`src/scsr_pkg.sv`:
```
package scsr_pkg;

	// ==========================================================
	// clock and times
	localparam int CLK_KHZ = 200000;
	localparam int T_NV_CYCLE_MS = 5;
	localparam int T_HOLD_50_MS = 50;
	localparam int T_HOLD_100_MS = 100;
	localparam int T_HOLD_200_MS = 200;
	localparam int T_HOLD_300_MS = 300;
	localparam int NV_CYCLE_CYC = T_NV_CYCLE_MS * CLK_KHZ;
	localparam int HOLD_50_CYC = T_HOLD_50_MS * CLK_KHZ;
	localparam int HOLD_100_CYC = T_HOLD_100_MS * CLK_KHZ;
	localparam int HOLD_200_CYC = T_HOLD_200_MS * CLK_KHZ;
	localparam int HOLD_300_CYC = T_HOLD_300_MS * CLK_KHZ;

	// ==========================================================
	// serial addressing and command bytes
	localparam logic [6:0] CR_DEV_ADDR = 7'h52;
	localparam logic [7:0] CR_OFFSET = 8'hFF;
	localparam logic [7:0] DATA_WEL_SET = 8'h02;
	localparam logic [7:0] DATA_WEL_CLR = 8'h00;
	localparam logic [7:0] DATA_UNLOCK = 8'h06;
	localparam logic [3:0] BITS_PER_BYTE = 4'h8;

	// ==========================================================
	// control_status bit positions
	localparam int BIT_DLY_HI = 7;
	localparam int BIT_MON2 = 6;
	localparam int BIT_MON3 = 5;
	localparam int BIT_LOCK_HI = 4;
	localparam int BIT_LOCK_LO = 3;
	localparam int BIT_UNLOCK = 2;
	localparam int BIT_WEL = 1;
	localparam int BIT_DLY_LO = 0;

	// ==========================================================
	// lock field codes and protected region bases
	localparam logic [1:0] LOCK_NONE = 2'h0;
	localparam logic [1:0] LOCK_QUARTER = 2'h1;
	localparam logic [1:0] LOCK_HALF = 2'h2;
	localparam logic [1:0] LOCK_ALL = 2'h3;
	localparam logic [7:0] REGION_QUARTER = 8'hC0;
	localparam logic [7:0] REGION_HALF = 8'h80;

	// ==========================================================
	// reset delay codes and factory values
	localparam logic [1:0] DLY_50 = 2'h0;
	localparam logic [1:0] DLY_100 = 2'h1;
	localparam logic [1:0] DLY_200 = 2'h2;
	localparam logic [1:0] DLY_300 = 2'h3;

	typedef struct packed {
		logic [1:0] reset_delay;
		logic [1:0] lock_field;
	} scsr_nv_s;

	localparam scsr_nv_s NV_FACTORY = '{reset_delay: DLY_100,
		lock_field: LOCK_NONE};

	typedef enum logic [2:0] {
		ACT_NONE,
		ACT_WEL_SET,
		ACT_WEL_CLR,
		ACT_UNLOCK,
		ACT_UNLOCK_ONLY,
		ACT_FULL
	} scsr_act_e;

endpackage
```
`src/scsr_control_status.sv`:
```
// Functional notes
// - volatile bits clear at power-up; nonvolatile bits keep stored values.
// - writes other than data 02 and 00 abort with no data acknowledge unless write enable is set and the data is 06 or unlock is set.
// - data 02 sets write enable, 00 clears it; a register write loads it from bit 1, else it stays.
// - write enable only writes start no store cycle; ready after stop.
// - other bits are written only while register unlock latch is set.
// - register unlock latch can be set only with write enable set.
// - unlock clears after register write, power-down or locked memory write.
// - lock field protects none, C0-FF, 80-FF or all; default none.
// - write to locked memory address aborts; contents unchanged.
// - nonzero lock field refuses potentiometer wiper writes.
// - write protect pin high blocks nonvolatile memory and nonvolatile pot writes.
// - reset delay field selects 50, 100, 200, 300 ms hold.
// - reset output high until supply stays good for hold time.
// - monitor flags power up 0; set only while fail output high.
// - set monitor flag clears when fail output low or power cycled.
// - slave address 1010010 and address byte FF select the register.
// - one data byte per write; a second is refused and aborts.
// - stop after the data byte starts the nonvolatile store, 5 ms.
// - byte layout: delay hi, flags, lock field, unlock latch, write enable, delay lo.
// - write protect high ignores nonvolatile register bit writes.
// - during a store cycle bus ignored and data line released.
`timescale 1ns/1ps
module scsr_control_status import scsr_pkg::*; #(
	parameter int NV_CYC = NV_CYCLE_CYC,
	parameter int HOLD_50 = HOLD_50_CYC,
	parameter int HOLD_100 = HOLD_100_CYC,
	parameter int HOLD_200 = HOLD_200_CYC,
	parameter int HOLD_300 = HOLD_300_CYC
) (
	// clock and resets
	input wire logic core_clk_i,
	input wire logic sys_rst_i,
	input wire logic factory_init_i,
	// two-wire serial pins
	input wire logic scl_i,
	input wire logic sda_i,
	output logic sda_o,
	output logic sda_oe_o,
	// pins
	input wire logic wp_i,
	input wire logic supply_ok_i,
	input wire logic mon2_fail_out_i,
	input wire logic mon3_fail_out_i,
	output logic rst_out_o,
	// memory and pot write permission
	input wire logic ee_wr_req_i,
	input wire logic [7:0] ee_wr_addr_i,
	input wire logic pot_wr_req_i,
	input wire logic pot_wr_nv_i,
	output logic ee_wr_ok_o,
	output logic pot_wr_ok_o,
	// state
	output logic [7:0] control_status_reg_o,
	output logic nv_busy_o
);

	// ==========================================================
	// pin synchronisers
	// only the second stage is read; the first may be metastable
	localparam int NPIN = 6;
	logic [NPIN-1:0] meta_r;
	logic [NPIN-1:0] sync_r;
	logic scl_d_r;
	logic sda_d_r;
	wire logic [NPIN-1:0] pins = {scl_i, sda_i, wp_i, supply_ok_i,
		mon2_fail_out_i, mon3_fail_out_i};

	always_ff @(posedge core_clk_i) begin
		if (sys_rst_i) begin
			meta_r <= '1;
			sync_r <= '1;
			scl_d_r <= 1'b1;
			sda_d_r <= 1'b1;
		end else begin
			meta_r <= pins;
			sync_r <= meta_r;
			scl_d_r <= sync_r[5];
			sda_d_r <= sync_r[4];
		end
	end

	wire logic scl_s = sync_r[5];
	wire logic sda_s = sync_r[4];
	wire logic wp_s = sync_r[3];
	wire logic supply_s = sync_r[2];
	wire logic mon2_fail_s = sync_r[1];
	wire logic mon3_fail_s = sync_r[0];
	wire logic scl_rise = scl_s & ~scl_d_r;
	wire logic scl_fall = ~scl_s & scl_d_r;
	wire logic bus_start = scl_s & scl_d_r & sda_d_r & ~sda_s;
	wire logic bus_stop = scl_s & scl_d_r & ~sda_d_r & sda_s;

	// ==========================================================
	// nonvolatile cell
	scsr_nv_s nv_q;
	scsr_nv_s nv_wdata_r;
	logic nv_wr_r;
	logic nv_busy;

	scsr_nv_cell #(
		.NV_CYC(NV_CYC)
	) u_nv (
		.core_clk_i(core_clk_i),
		.factory_init_i(factory_init_i),
		.wr_i(nv_wr_r),
		.wr_data_i(nv_wdata_r),
		.nv_o(nv_q),
		.busy_o(nv_busy)
	);

	// ==========================================================
	// volatile latches
	logic write_enable_latch_r;
	logic register_write_unlock_r;
	logic mon2_flag_r;
	logic mon3_flag_r;

	// ==========================================================
	// serial receiver state
	typedef enum logic [2:0] {
		ST_IDLE,
		ST_DEV,
		ST_ADDR,
		ST_DATA,
		ST_EXTRA
	} scsr_st_e;

	scsr_st_e state_r;
	scsr_st_e next_st_r;
	logic [7:0] shift_r;
	logic [3:0] cnt_r;
	logic ack_r;
	logic oe_r;
	logic pend_r;
	scsr_act_e act_r;
	logic [7:0] data_r;

	wire logic byte_done = scl_fall & ~ack_r & (cnt_r == BITS_PER_BYTE);
	wire logic dev_hit = (shift_r[7:1] == CR_DEV_ADDR) & ~shift_r[0];
	wire logic addr_hit = (shift_r == CR_OFFSET);
	wire logic unlocked = write_enable_latch_r & register_write_unlock_r;

	// data byte decode
	scsr_act_e act_w;
	always_comb begin
		if (unlocked)
			act_w = shift_r[BIT_UNLOCK] ? ACT_UNLOCK_ONLY : ACT_FULL;
		else if (shift_r == DATA_WEL_SET)
			act_w = ACT_WEL_SET;
		else if (shift_r == DATA_WEL_CLR)
			act_w = ACT_WEL_CLR;
		else if (write_enable_latch_r && shift_r == DATA_UNLOCK)
			act_w = ACT_UNLOCK;
		else
			act_w = ACT_NONE;
	end

	wire logic data_ack = (act_w != ACT_NONE);

	// ack decision for the byte just completed
	logic give_ack;
	scsr_st_e after_ack;
	always_comb begin
		give_ack = 1'b0;
		after_ack = ST_IDLE;
		case (state_r)
			ST_DEV: begin
				give_ack = dev_hit;
				after_ack = ST_ADDR;
			end
			ST_ADDR: begin
				give_ack = addr_hit;
				after_ack = ST_DATA;
			end
			ST_DATA: begin
				give_ack = data_ack;
				after_ack = ST_EXTRA;
			end
			default: begin
				give_ack = 1'b0;
				after_ack = ST_IDLE;
			end
		endcase
	end

	// ==========================================================
	// serial receiver
	// a store cycle freezes the receiver and releases the line
	always_ff @(posedge core_clk_i) begin
		if (sys_rst_i || nv_busy) begin
			state_r <= ST_IDLE;
			next_st_r <= ST_IDLE;
			shift_r <= 8'h00;
			cnt_r <= 4'h0;
			ack_r <= 1'b0;
			oe_r <= 1'b0;
		end else if (bus_start) begin
			state_r <= ST_DEV;
			cnt_r <= 4'h0;
			ack_r <= 1'b0;
			oe_r <= 1'b0;
		end else if (bus_stop) begin
			state_r <= ST_IDLE;
			ack_r <= 1'b0;
			oe_r <= 1'b0;
		end else if (state_r != ST_IDLE) begin
			if (scl_rise && !ack_r) begin
				shift_r <= {shift_r[6:0], sda_s};
				cnt_r <= cnt_r + 4'h1;
			end else if (byte_done) begin
				ack_r <= 1'b1;
				oe_r <= give_ack;
				next_st_r <= give_ack ? after_ack : ST_IDLE;
			end else if (scl_fall && ack_r) begin
				ack_r <= 1'b0;
				oe_r <= 1'b0;
				cnt_r <= 4'h0;
				state_r <= next_st_r;
			end
		end
	end

	// pending write: armed by an acked data byte, killed by a second
	always_ff @(posedge core_clk_i) begin
		if (sys_rst_i || nv_busy || bus_start) begin
			pend_r <= 1'b0;
			act_r <= ACT_NONE;
			data_r <= 8'h00;
		end else if (byte_done && state_r == ST_DATA) begin
			pend_r <= data_ack;
			act_r <= act_w;
			data_r <= shift_r;
		end else if (byte_done && state_r == ST_EXTRA) begin
			pend_r <= 1'b0;
		end else if (bus_stop) begin
			pend_r <= 1'b0;
		end
	end

	// the stop's own scl rise shifts one bit; deeper or in ack cancels
	wire logic commit = bus_stop & pend_r & ~ack_r & (cnt_r <= 4'h1);

	// ==========================================================
	// memory and pot write permission
	logic ee_locked;
	always_comb begin
		case (nv_q.lock_field)
			LOCK_NONE: ee_locked = 1'b0;
			LOCK_QUARTER: ee_locked = (ee_wr_addr_i >= REGION_QUARTER);
			LOCK_HALF: ee_locked = (ee_wr_addr_i >= REGION_HALF);
			LOCK_ALL: ee_locked = 1'b1;
			default: ee_locked = 1'b1;
		endcase
	end

	// wp blocks the nonvolatile array and nonvolatile pot stores
	assign ee_wr_ok_o = ee_wr_req_i & write_enable_latch_r & ~ee_locked
		& ~wp_s & ~nv_busy;
	assign pot_wr_ok_o = pot_wr_req_i & write_enable_latch_r
		& (nv_q.lock_field == LOCK_NONE)
		& ~(pot_wr_nv_i & wp_s) & ~nv_busy;
	wire logic ee_lock_hit = ee_wr_req_i & ee_locked;

	// ==========================================================
	// register update
	wire logic full_wr = commit & (act_r == ACT_FULL);
	wire logic mon2_set = data_r[BIT_MON2] & mon2_fail_s;
	wire logic mon3_set = data_r[BIT_MON3] & mon3_fail_s;

	always_ff @(posedge core_clk_i) begin
		if (sys_rst_i) begin
			write_enable_latch_r <= 1'b0;
			register_write_unlock_r <= 1'b0;
		end else if (commit) begin
			case (act_r)
				ACT_WEL_SET: write_enable_latch_r <= 1'b1;
				ACT_WEL_CLR: write_enable_latch_r <= 1'b0;
				ACT_UNLOCK: register_write_unlock_r <= 1'b1;
				ACT_UNLOCK_ONLY: register_write_unlock_r <= 1'b1;
				ACT_FULL: begin
					write_enable_latch_r <= data_r[BIT_WEL];
					register_write_unlock_r <= 1'b0;
				end
				default: write_enable_latch_r <= write_enable_latch_r;
			endcase
		end else if (ee_lock_hit) begin
			register_write_unlock_r <= 1'b0;
		end
	end

	// flags follow their fail outputs down; a write sets only while high
	always_ff @(posedge core_clk_i) begin
		if (sys_rst_i) begin
			mon2_flag_r <= 1'b0;
			mon3_flag_r <= 1'b0;
		end else if (full_wr) begin
			mon2_flag_r <= mon2_set;
			mon3_flag_r <= mon3_set;
		end else begin
			mon2_flag_r <= mon2_flag_r & mon2_fail_s;
			mon3_flag_r <= mon3_flag_r & mon3_fail_s;
		end
	end

	// store request for the nonvolatile fields
	always_ff @(posedge core_clk_i) begin
		if (sys_rst_i) begin
			nv_wr_r <= 1'b0;
			nv_wdata_r <= NV_FACTORY;
		end else begin
			nv_wr_r <= full_wr & ~wp_s;
			nv_wdata_r <= '{reset_delay: {data_r[BIT_DLY_HI],
				data_r[BIT_DLY_LO]},
				lock_field: {data_r[BIT_LOCK_HI],
				data_r[BIT_LOCK_LO]}};
		end
	end

	// ==========================================================
	// power-on reset hold
	// counter restarts whenever the supply dips below the trip level
	logic [31:0] hold_sel;
	always_comb begin
		case (nv_q.reset_delay)
			DLY_50: hold_sel = 32'(HOLD_50);
			DLY_100: hold_sel = 32'(HOLD_100);
			DLY_200: hold_sel = 32'(HOLD_200);
			DLY_300: hold_sel = 32'(HOLD_300);
			default: hold_sel = 32'(HOLD_100);
		endcase
	end

	logic [31:0] hold_cnt_r;
	logic rst_out_r;
	wire logic hold_done = (hold_cnt_r >= hold_sel - 32'h1);

	always_ff @(posedge core_clk_i) begin
		if (sys_rst_i || !supply_s) begin
			hold_cnt_r <= 32'h0;
			rst_out_r <= 1'b1;
		end else if (hold_done) begin
			rst_out_r <= 1'b0;
		end else begin
			hold_cnt_r <= hold_cnt_r + 32'h1;
		end
	end

	// ==========================================================
	// readable state
	logic [7:0] cr_r;
	always_ff @(posedge core_clk_i) begin
		if (sys_rst_i)
			cr_r <= 8'h00;
		else
			cr_r <= {nv_q.reset_delay[1], mon2_flag_r, mon3_flag_r,
				nv_q.lock_field, register_write_unlock_r,
				write_enable_latch_r, nv_q.reset_delay[0]};
	end

	assign control_status_reg_o = cr_r;
	assign nv_busy_o = nv_busy;
	assign rst_out_o = rst_out_r;
	assign sda_o = 1'b0;
	assign sda_oe_o = oe_r & ~nv_busy;

endmodule // scsr_control_status

```
`src/scsr_nv_cell.sv`:
```
`timescale 1ns/1ps
module scsr_nv_cell import scsr_pkg::*; #(
	parameter int NV_CYC = NV_CYCLE_CYC
) (
	// clock and factory init
	input wire logic core_clk_i,
	input wire logic factory_init_i,
	// store request
	input wire logic wr_i,
	input scsr_nv_s wr_data_i,
	// state
	output scsr_nv_s nv_o,
	output logic busy_o
);

	// ==========================================================
	// storage
	// not touched by sys reset: models cells kept across power loss
	scsr_nv_s nv_r;
	scsr_nv_s stage_r;
	logic busy_r;
	logic [31:0] cnt_r;
	wire logic cyc_done = (cnt_r == 32'(NV_CYC - 1));

	always_ff @(posedge core_clk_i) begin
		if (factory_init_i) begin
			nv_r <= NV_FACTORY;
			stage_r <= NV_FACTORY;
			busy_r <= 1'b0;
			cnt_r <= 32'h0;
		end else if (busy_r) begin
			cnt_r <= cnt_r + 32'h1;
			if (cyc_done) begin
				nv_r <= stage_r;
				busy_r <= 1'b0;
			end
		end else if (wr_i) begin
			stage_r <= wr_data_i;
			busy_r <= 1'b1;
			cnt_r <= 32'h0;
		end
	end

	assign nv_o = nv_r;
	assign busy_o = busy_r;

endmodule // scsr_nv_cell

```
`config.mk`:
```
export PLATFORM = sky130hd
export DESIGN_NAME = scsr_control_status
export DESIGN_NICKNAME = d
export VERILOG_FILES = /design/src/scsr_pkg.sv /design/src/scsr_control_status.sv /design/src/scsr_nv_cell.sv
export SDC_FILE = /design/constraint.sdc
export NUM_CORES = 1
export LEC_CHECK = 0
export BUFFER_PORTS_ARGS = -buffer_cell sky130_fd_sc_hd__buf_2
export CAP_MARGIN = 20
export CORE_UTILIZATION = 55
export DETAILED_ROUTE_END_ITERATION = 8
export PLACE_DENSITY_LB_ADDON = 0.1
export SETUP_SLACK_MARGIN = 0.3
export SYNTH_ARGS = -nofsm -noshare
export SYNTH_HDL_FRONTEND = slang
export SYNTH_SLANG_ARGS = --single-unit
```
`constraint.sdc`:
```
create_clock -name core_clk_i -period 2.5 [get_ports core_clk_i]
set_input_delay 0.375 -clock core_clk_i [delete_from_list [all_inputs] [get_ports core_clk_i]]
set_output_delay 0.375 -clock core_clk_i [all_outputs]
set_load 0.01 [all_outputs]
```
======== Word level (Yosys, flattened, before mapping) ========
Cells that the tools add are included.
W data, S select, Z words.
word-level totals
  output and inout bits ................... 14
  logic and storage cells ................. 180
  input bits .............................. 20
  register bits ........................... 137
cells by class
  magnitude comparators ................... 4
  reduce and logical (&&, ||, !) cells .... 36
  equal/unequal tests ..................... 25
  bitwise operators ....................... 45
  multiplexer cells ....................... 36
  $add $sub $neg .......................... 4
operators with widths
  kind                     count
  $pmux W32 S4             1
  $add A32 B1 Y32 const B  2
  $mux W32                 2
  $eq A32 B20 Y1 const B   1
  $ge A32 B32 Y1           1
  $sub A32 B1 Y32 const B  1
  $and A1 B1 Y1            31
  $mux W1                  20
  $reduce_bool A3 Y1       6
  $ge A8 B8 Y1 const B     2
  $reduce_and A4 Y1        4
  $not A1 Y1               14
  $eq A3 B2 Y1 const B     4
  $mux W4                  3
  $eq A3 B3 Y1 const B     3
  $pmux W3 S3              1
  $eq A2 B2 Y1 const B     4
  $eq A8 B2 Y1 const B     1
  $eq A8 B3 Y1 const B     1
  $eq A8 B8 Y1 const B     1
  $logic_not A8 Y1         1
  $reduce_and A2 Y1        4
  $reduce_bool A2 Y1       4
  $eq A7 B7 Y1 const B     1
  other kinds (21)         37

======== Logic depth before layout (Yosys ltp) ========
  word-level depth ........................ 9
  depth in mapped cells ................... 14

======== Cells and area by module ========
A second synthesis with hierarchy kept.
second synthesis, totals
  cells, all modules ...................... 749
  area, all modules ....................... 6500.0 sq um
modules (own cells, without submodules)
  module               area each (sq um)  instances  cells each  sequential area each (sq um)
  scsr_control_status  4438.0             1          503         1901.8
  scsr_nv_cell         2062.0             1          246         820.8

======== Worst setup path before layout ========
No wires, ideal clock.
  path type ............................... register to register
  from .................................... register u_nv.nv_r (netlist bit u_nv.nv_o[3])
  to ...................................... register hold_cnt_r[14]
  setup slack ............................. -0.237 ns
  cell stages (with the launch flop) ...... 13
  arrival ................................. 2.666 ns
  required time ........................... 2.430 ns
  cell sequence ........................... dfxtp_1 -> inv_1 -> ha_1 -> or3_1 -> a21oi_1 -> ha_1 -> nand2_1 -> nand4_1 -> nand3_1 -> o21ai_2 -> buf_2 -> or4_1 -> a21oi_1
on the way
  longest elaborated chain between the ends .. 4
ends and longest elaborated chain
  what                                  line                        RTL
  start, declared                       scsr_nv_cell.sv:19          scsr_nv_s nv_r;
  start signal, assigned                scsr_nv_cell.sv:34          nv_r <= stage_r;
  $eq A2 B2 Y1 (tied with other cells)  scsr_control_status.sv:325  case (nv_q.reset_delay)
  $pmux W32 S4 *                        scsr_control_status.sv:325
  $sub A32 B1 Y32 *                     scsr_control_status.sv:336  wire logic hold_done = (hold_cnt_r >= hold_sel - 32'h1);
  $ge A32 B32 Y1 *                      scsr_control_status.sv:336
  end signal, assigned                  scsr_control_status.sv:345  hold_cnt_r <= hold_cnt_r + 32'h1;
  end, declared                         scsr_control_status.sv:334  logic [31:0] hold_cnt_r;
Every way passes the cells marked *; elsewhere a longest branch is shown, timed or not. The select of a mux whose other input is x is not followed.
A chain may end at the register's enable or synchronous reset.

======== Worst setup path after layout ========
  from .................................... register u_nv.nv_r (netlist bit u_nv.nv_o[3])
  to ...................................... register hold_cnt_r[16]
The elaborated chain is that of the path after synthesis.

==> results.md <==
Synthesis:
- The complex-gate fraction of the synthesized area is 15.24%.
- The synthesized design contains 0 enable-type register cells.
- The number of synthesis warnings is 0.
- The synthesized netlist net count is 808.
- After technology mapping, the gate count stands at 756.
- Yosys attributes the largest share of cell area to sky130_fd_sc_hd__dfxtp_1 (42%), sky130_fd_sc_hd__ha_1 (6.2%), sky130_fd_sc_hd__a21oi_1 (5.3%), sky130_fd_sc_hd__nand2_1 (4.1%), sky130_fd_sc_hd__nor2_1 (3.9%).
- The number of synthesized register bits is 136.
- The post-synthesis adder-cell area fraction is 6.187%.
- After synthesis, the largest area contributor takes up 42.07% of total cell area.
- By count the netlist is led by sky130_fd_sc_hd__dfxtp_1 (136), sky130_fd_sc_hd__nand2_1 (71), sky130_fd_sc_hd__a21oi_1 (69).
- The most common cell in the netlist is sky130_fd_sc_hd__dfxtp_1.
- The post-synthesis async set-or-reset flop share is 0%.
- The post-synthesis share of cell area spent on and, or, nand and nor gates is 28.25%.
- The mean post-synth cell area is 8.560 µm².
- The combinational family with the most area after synthesis is simple AND/OR/NAND/NOR gates.
- sky130_fd_sc_hd__dfxtp_1 takes more of the synthesized area than any other cell.
- The post-synthesis instance area is 0.006471 mm².
- The portion of netlist area occupied by mux cells is 4.041%.
- The number of library cell types mapped by synthesis is 61.
- The primary flip-flop cell chosen by synthesis mapping is sky130_fd_sc_hd__dfxtp_1.
- The share of the synthesized netlist area taken by xor and xnor gates is 0.5414%.
- The part of the Yosys area used for sequential elements is 42.07%.

Floorplan:
- In this run the horizontal extent of the chip is 110.5 µm.
- From bottom edge to top edge, the die measures 110.5 µm.
- Row generation in the floorplan step produced 39 rows.
- The core box area is 0.01142 mm².
- For this design the top-level I/O count stands at 34.
- Once the floorplan was initialized, standard cells occupied 56.67% of the core.
- The die covers 0.01220 mm².

Global route:
- The remaining global-route overflow is 0.
- Entering global routing, the biggest net connects 42 pins.
- The first-pass GRT wire length is 24.69 mm.
- The initial antenna violation count came to 0.
- The number of global-route vias before repair was 5425.
- Global routing used 24.68% of the available tracks across all layers.

Timing:
- The fmax is 362.1 MHz.
- The fraction of the cycle the final worst path needs is 110.5%.
- At the pin with the least slew margin, the transition time is 0.7456 ns.
- The worst pin sits at a relative slew slack of 50.29%.
- The hold violation total from the final report came to 0.
- Setup repair after global routing could not meet its margin everywhere.
- The worst path setup slack after routing is -0.2616 ns.
- Setup violations remaining at the end of the flow were counted as 28.
- The worst setup skew after layout is 0.006897 ns.
- After layout, the minimum clock period comes to 2.762 ns.
- The max-slew violation count is 0.
- The setup TNS is -5.440 ns.

Pwr:
- The static leakage is 2.949 nW.
- The peak ir drop on the vdd network is 0.0006023 V.
- For this design the ratio of total power to cell area is 592.8 mW/mm².

Clocking:
- TritonCTS built the clock tree.
- The number of clock buffers added by TritonCTS is 17.
- The buffer depth of the longest clock path is 2.
- CTS placed an instance of sky130_fd_sc_hd__clkbuf_16 at the clock tree root.
- Clock latency on the worst-skew pair, taken at its later pin, is 0.42 ns.
- The hold-fix buffer count after cts is 0.
- After clock tree synthesis, the clock-pin slew on the worst setup and hold paths is 0.06 ns.
- The clock net sink count is 136.
- The total number of H-tree levels is 4.

Cells and area:
- The fraction of final layout cells with drive strength greater than 1 is 23.30%.
- The signed area change from the synthesized netlist to the final layout is 23.59%.
- Summing all non-filler instances in the final layout gives an area of 0.007998 mm².
- The number of inserted diodes is 0.
- The layout has 889 filler cells.
- The number of nets in the finished design is 876.

Worst setup path:
- The kind of start point of the critical path is a flip-flop.
- The required arrival time at the worst endpoint is 2.85 ns.
- The critical-path maximum fanout is 8.
- The type of the setup path with the least slack is reg -> reg.
- The data arrival time of the critical path is 3.11 ns.
- The category of the worst setup path capture point is a flip-flop.

Detailed routing:
- The detail route stage leaves a number of antenna-violating nets equal to 0.
- The ratio of routed vias to standard cells is 5.869.
- The wire length per cell after detailed routing is 15.32 µm.
- The length of the first detailed-routing pass in iterations is 5.
- The overall routed net length is 15.01 mm.
- In the routed design, unresolved DRC markers number 0.
- For this block, the initial DRC count from the detailed router was 308.
- Across all layers, the routed design uses 5752 vias.

Place:
- After detailed placement, the total cell area comes to 0.006955 mm².
- After legalization and detailed placement, the total HPWL measured 9.833 mm.
- The routability congestion estimate is 0.8478.
- In this run the tool buffered the top-level ports with 26 buffer cells.

Outcome:
- The flow ran to the end, but the final reports show violations.
- The final reports fail on setup timing.

Job:
- The number of max-cap violations is 0.

Worst hold path:
- The worst hold path belongs to the class in -> reg.
==> cells in the final DEF (no fill, tap or decap), types with 4 or more instances in the layout <==
cell,netlist,final
sky130_fd_sc_hd__o21a_1,6,6
sky130_fd_sc_hd__clkinv_4,0,5
sky130_fd_sc_hd__a21oi_1,69,64
sky130_fd_sc_hd__inv_6,0,4
sky130_fd_sc_hd__clkbuf_16,0,18
sky130_fd_sc_hd__inv_1,24,20
sky130_fd_sc_hd__o31ai_1,15,14
sky130_fd_sc_hd__nor3_1,16,15
sky130_fd_sc_hd__buf_6,0,5
sky130_fd_sc_hd__or3_4,1,4
sky130_fd_sc_hd__or3_1,23,20
sky130_fd_sc_hd__or4_4,0,6
sky130_fd_sc_hd__or2_2,20,20
sky130_fd_sc_hd__mux2i_1,16,16
sky130_fd_sc_hd__ha_1,32,23
sky130_fd_sc_hd__buf_2,3,26
sky130_fd_sc_hd__nand2b_1,7,7
sky130_fd_sc_hd__dfxtp_1,136,133
sky130_fd_sc_hd__and3_1,14,14
sky130_fd_sc_hd__buf_4,2,49
sky130_fd_sc_hd__o21ai_0,16,14
sky130_fd_sc_hd__ha_4,0,6
sky130_fd_sc_hd__mux2_2,7,7
sky130_fd_sc_hd__a21oi_2,0,4
sky130_fd_sc_hd__a31oi_1,4,4
sky130_fd_sc_hd__or4_1,17,11
sky130_fd_sc_hd__o21ai_1,5,5
sky130_fd_sc_hd__and2_1,7,7
sky130_fd_sc_hd__nor3_2,3,4
sky130_fd_sc_hd__o211ai_1,20,20
sky130_fd_sc_hd__nor4_1,6,6
sky130_fd_sc_hd__nand3_1,37,36
sky130_fd_sc_hd__nand2_1,71,66
sky130_fd_sc_hd__nor2b_1,11,11
sky130_fd_sc_hd__nand4_1,21,21
sky130_fd_sc_hd__nor2_1,68,68
sky130_fd_sc_hd__and4_1,5,5
==> path summary, 6_finish.rpt <==
kind	start	end	slack (ns)	cells past startpoint
max	u_nv.nv_o[3]	hold_cnt_r[16]	-0.26	12
min	mon2_fail_out_i	meta_r[1]	0.14	2
max reg2reg	u_nv.nv_o[3]	hold_cnt_r[16]	-0.26	12
min reg2reg	meta_r[2]	sync_r[2]	0.41	1
==> flip-flops by register name, summed over array words and instances, names as in the netlist, 3 cells and up <==
signal                flops
data_r                    7
u_nv.nv_o                 4
u_nv.cnt_r               32
shift_r                   8
control_status_reg_o      8
state_r                   3
next_st_r                 3
act_r                     3
hold_cnt_r               32
u_nv.stage_r              4
sync_r                    6
nv_wdata_r                4
cnt_r                     4
meta_r                    6
==> timing repair <==
action | in CTS | in global routing
gates resized for setup | 19 | 33
endpoints found under the hold margin | 0 | 0
pin swaps | 24 | 21
gates cloned | 2 | 0
endpoints found under the setup margin | 28 | 31
setup buffers | 17 | 9
==> cell families after synthesis <==
group / Yosys count
AOI/OAI and AO/OA: 157
DFF: 136
muxes: 25
xor gates and xnor gates: 4
adders and majority gates: 32
and+or+nand+nor: 342
other: 2
buffers and inverters: 58
==> critical path, cell delays in order (launching register included) <==
cell                      delay, ns
sky130_fd_sc_hd__dfxtp_4       0.39
sky130_fd_sc_hd__inv_6         0.05
sky130_fd_sc_hd__ha_4          0.27
sky130_fd_sc_hd__or3_4         0.35
sky130_fd_sc_hd__a21oi_4       0.15
sky130_fd_sc_hd__ha_4          0.22
sky130_fd_sc_hd__nand2_2       0.04
sky130_fd_sc_hd__nand4_1       0.14
sky130_fd_sc_hd__nand3_2       0.16
sky130_fd_sc_hd__o21ai_4       0.11
sky130_fd_sc_hd__buf_12        0.15
sky130_fd_sc_hd__or4_1         0.50
sky130_fd_sc_hd__a21oi_1       0.14
==> power by group <==
part | total [mW] | switching, mW | leakage, nW | internal (mW)
clock network | 2.45 | 0.974 | 0.274 | 1.48
logic | 0.0964 | 0.0608 | 1.57 | 0.0355
registers | 2.19 | 0.0119 | 1.10 | 2.18
total | 4.74 | 1.05 | 2.95 | 3.69
==> cell type report <==
cell class,count,area [µm²],share of cell area (%)
Clock inverter,13,148.9,1.862
Inverter,24,102.6,1.283
Sequential cell,136,2734,34.18
Clock buffer,19,432.9,5.413
Tap cell,143,178.9,2.237
Timing Repair Buffer,83,626.9,7.838
Multi-Input combinational cell,562,3774,47.18
==> metrics by stage <==
step	setup WS [ns]	power, mW	util (%)	cells	hold slack, ns
floorplan	0.02989	2.300	-	756	0.3895
global placement	-0.1570	2.327	60.91	919	0.3923
detailed placement	-0.2326	2.332	60.91	919	0.3975
CTS	-0.2001	4.770	68.22	970	0.1203
global route	-0.3579	4.884	70.04	980	0.1250
finish	-0.2616	4.741	70.04	980	0.1385
==> layer usage <==
layer / part of all wire (%) / track usage (%) / wire length (µm) / up-vias
li1: - / - / - / 2878
met1: 45 / 30.19 / 6786 / 2720
met2: 49 / 41.82 / 7308 / 125
met3: 4.1 / 4.995 / 614 / 29
met4: 2.0 / 11.02 / 302 / 0
met5: 0 / 0 / 0 / -
No activity file was read; power rests on OpenSTA's default activity.
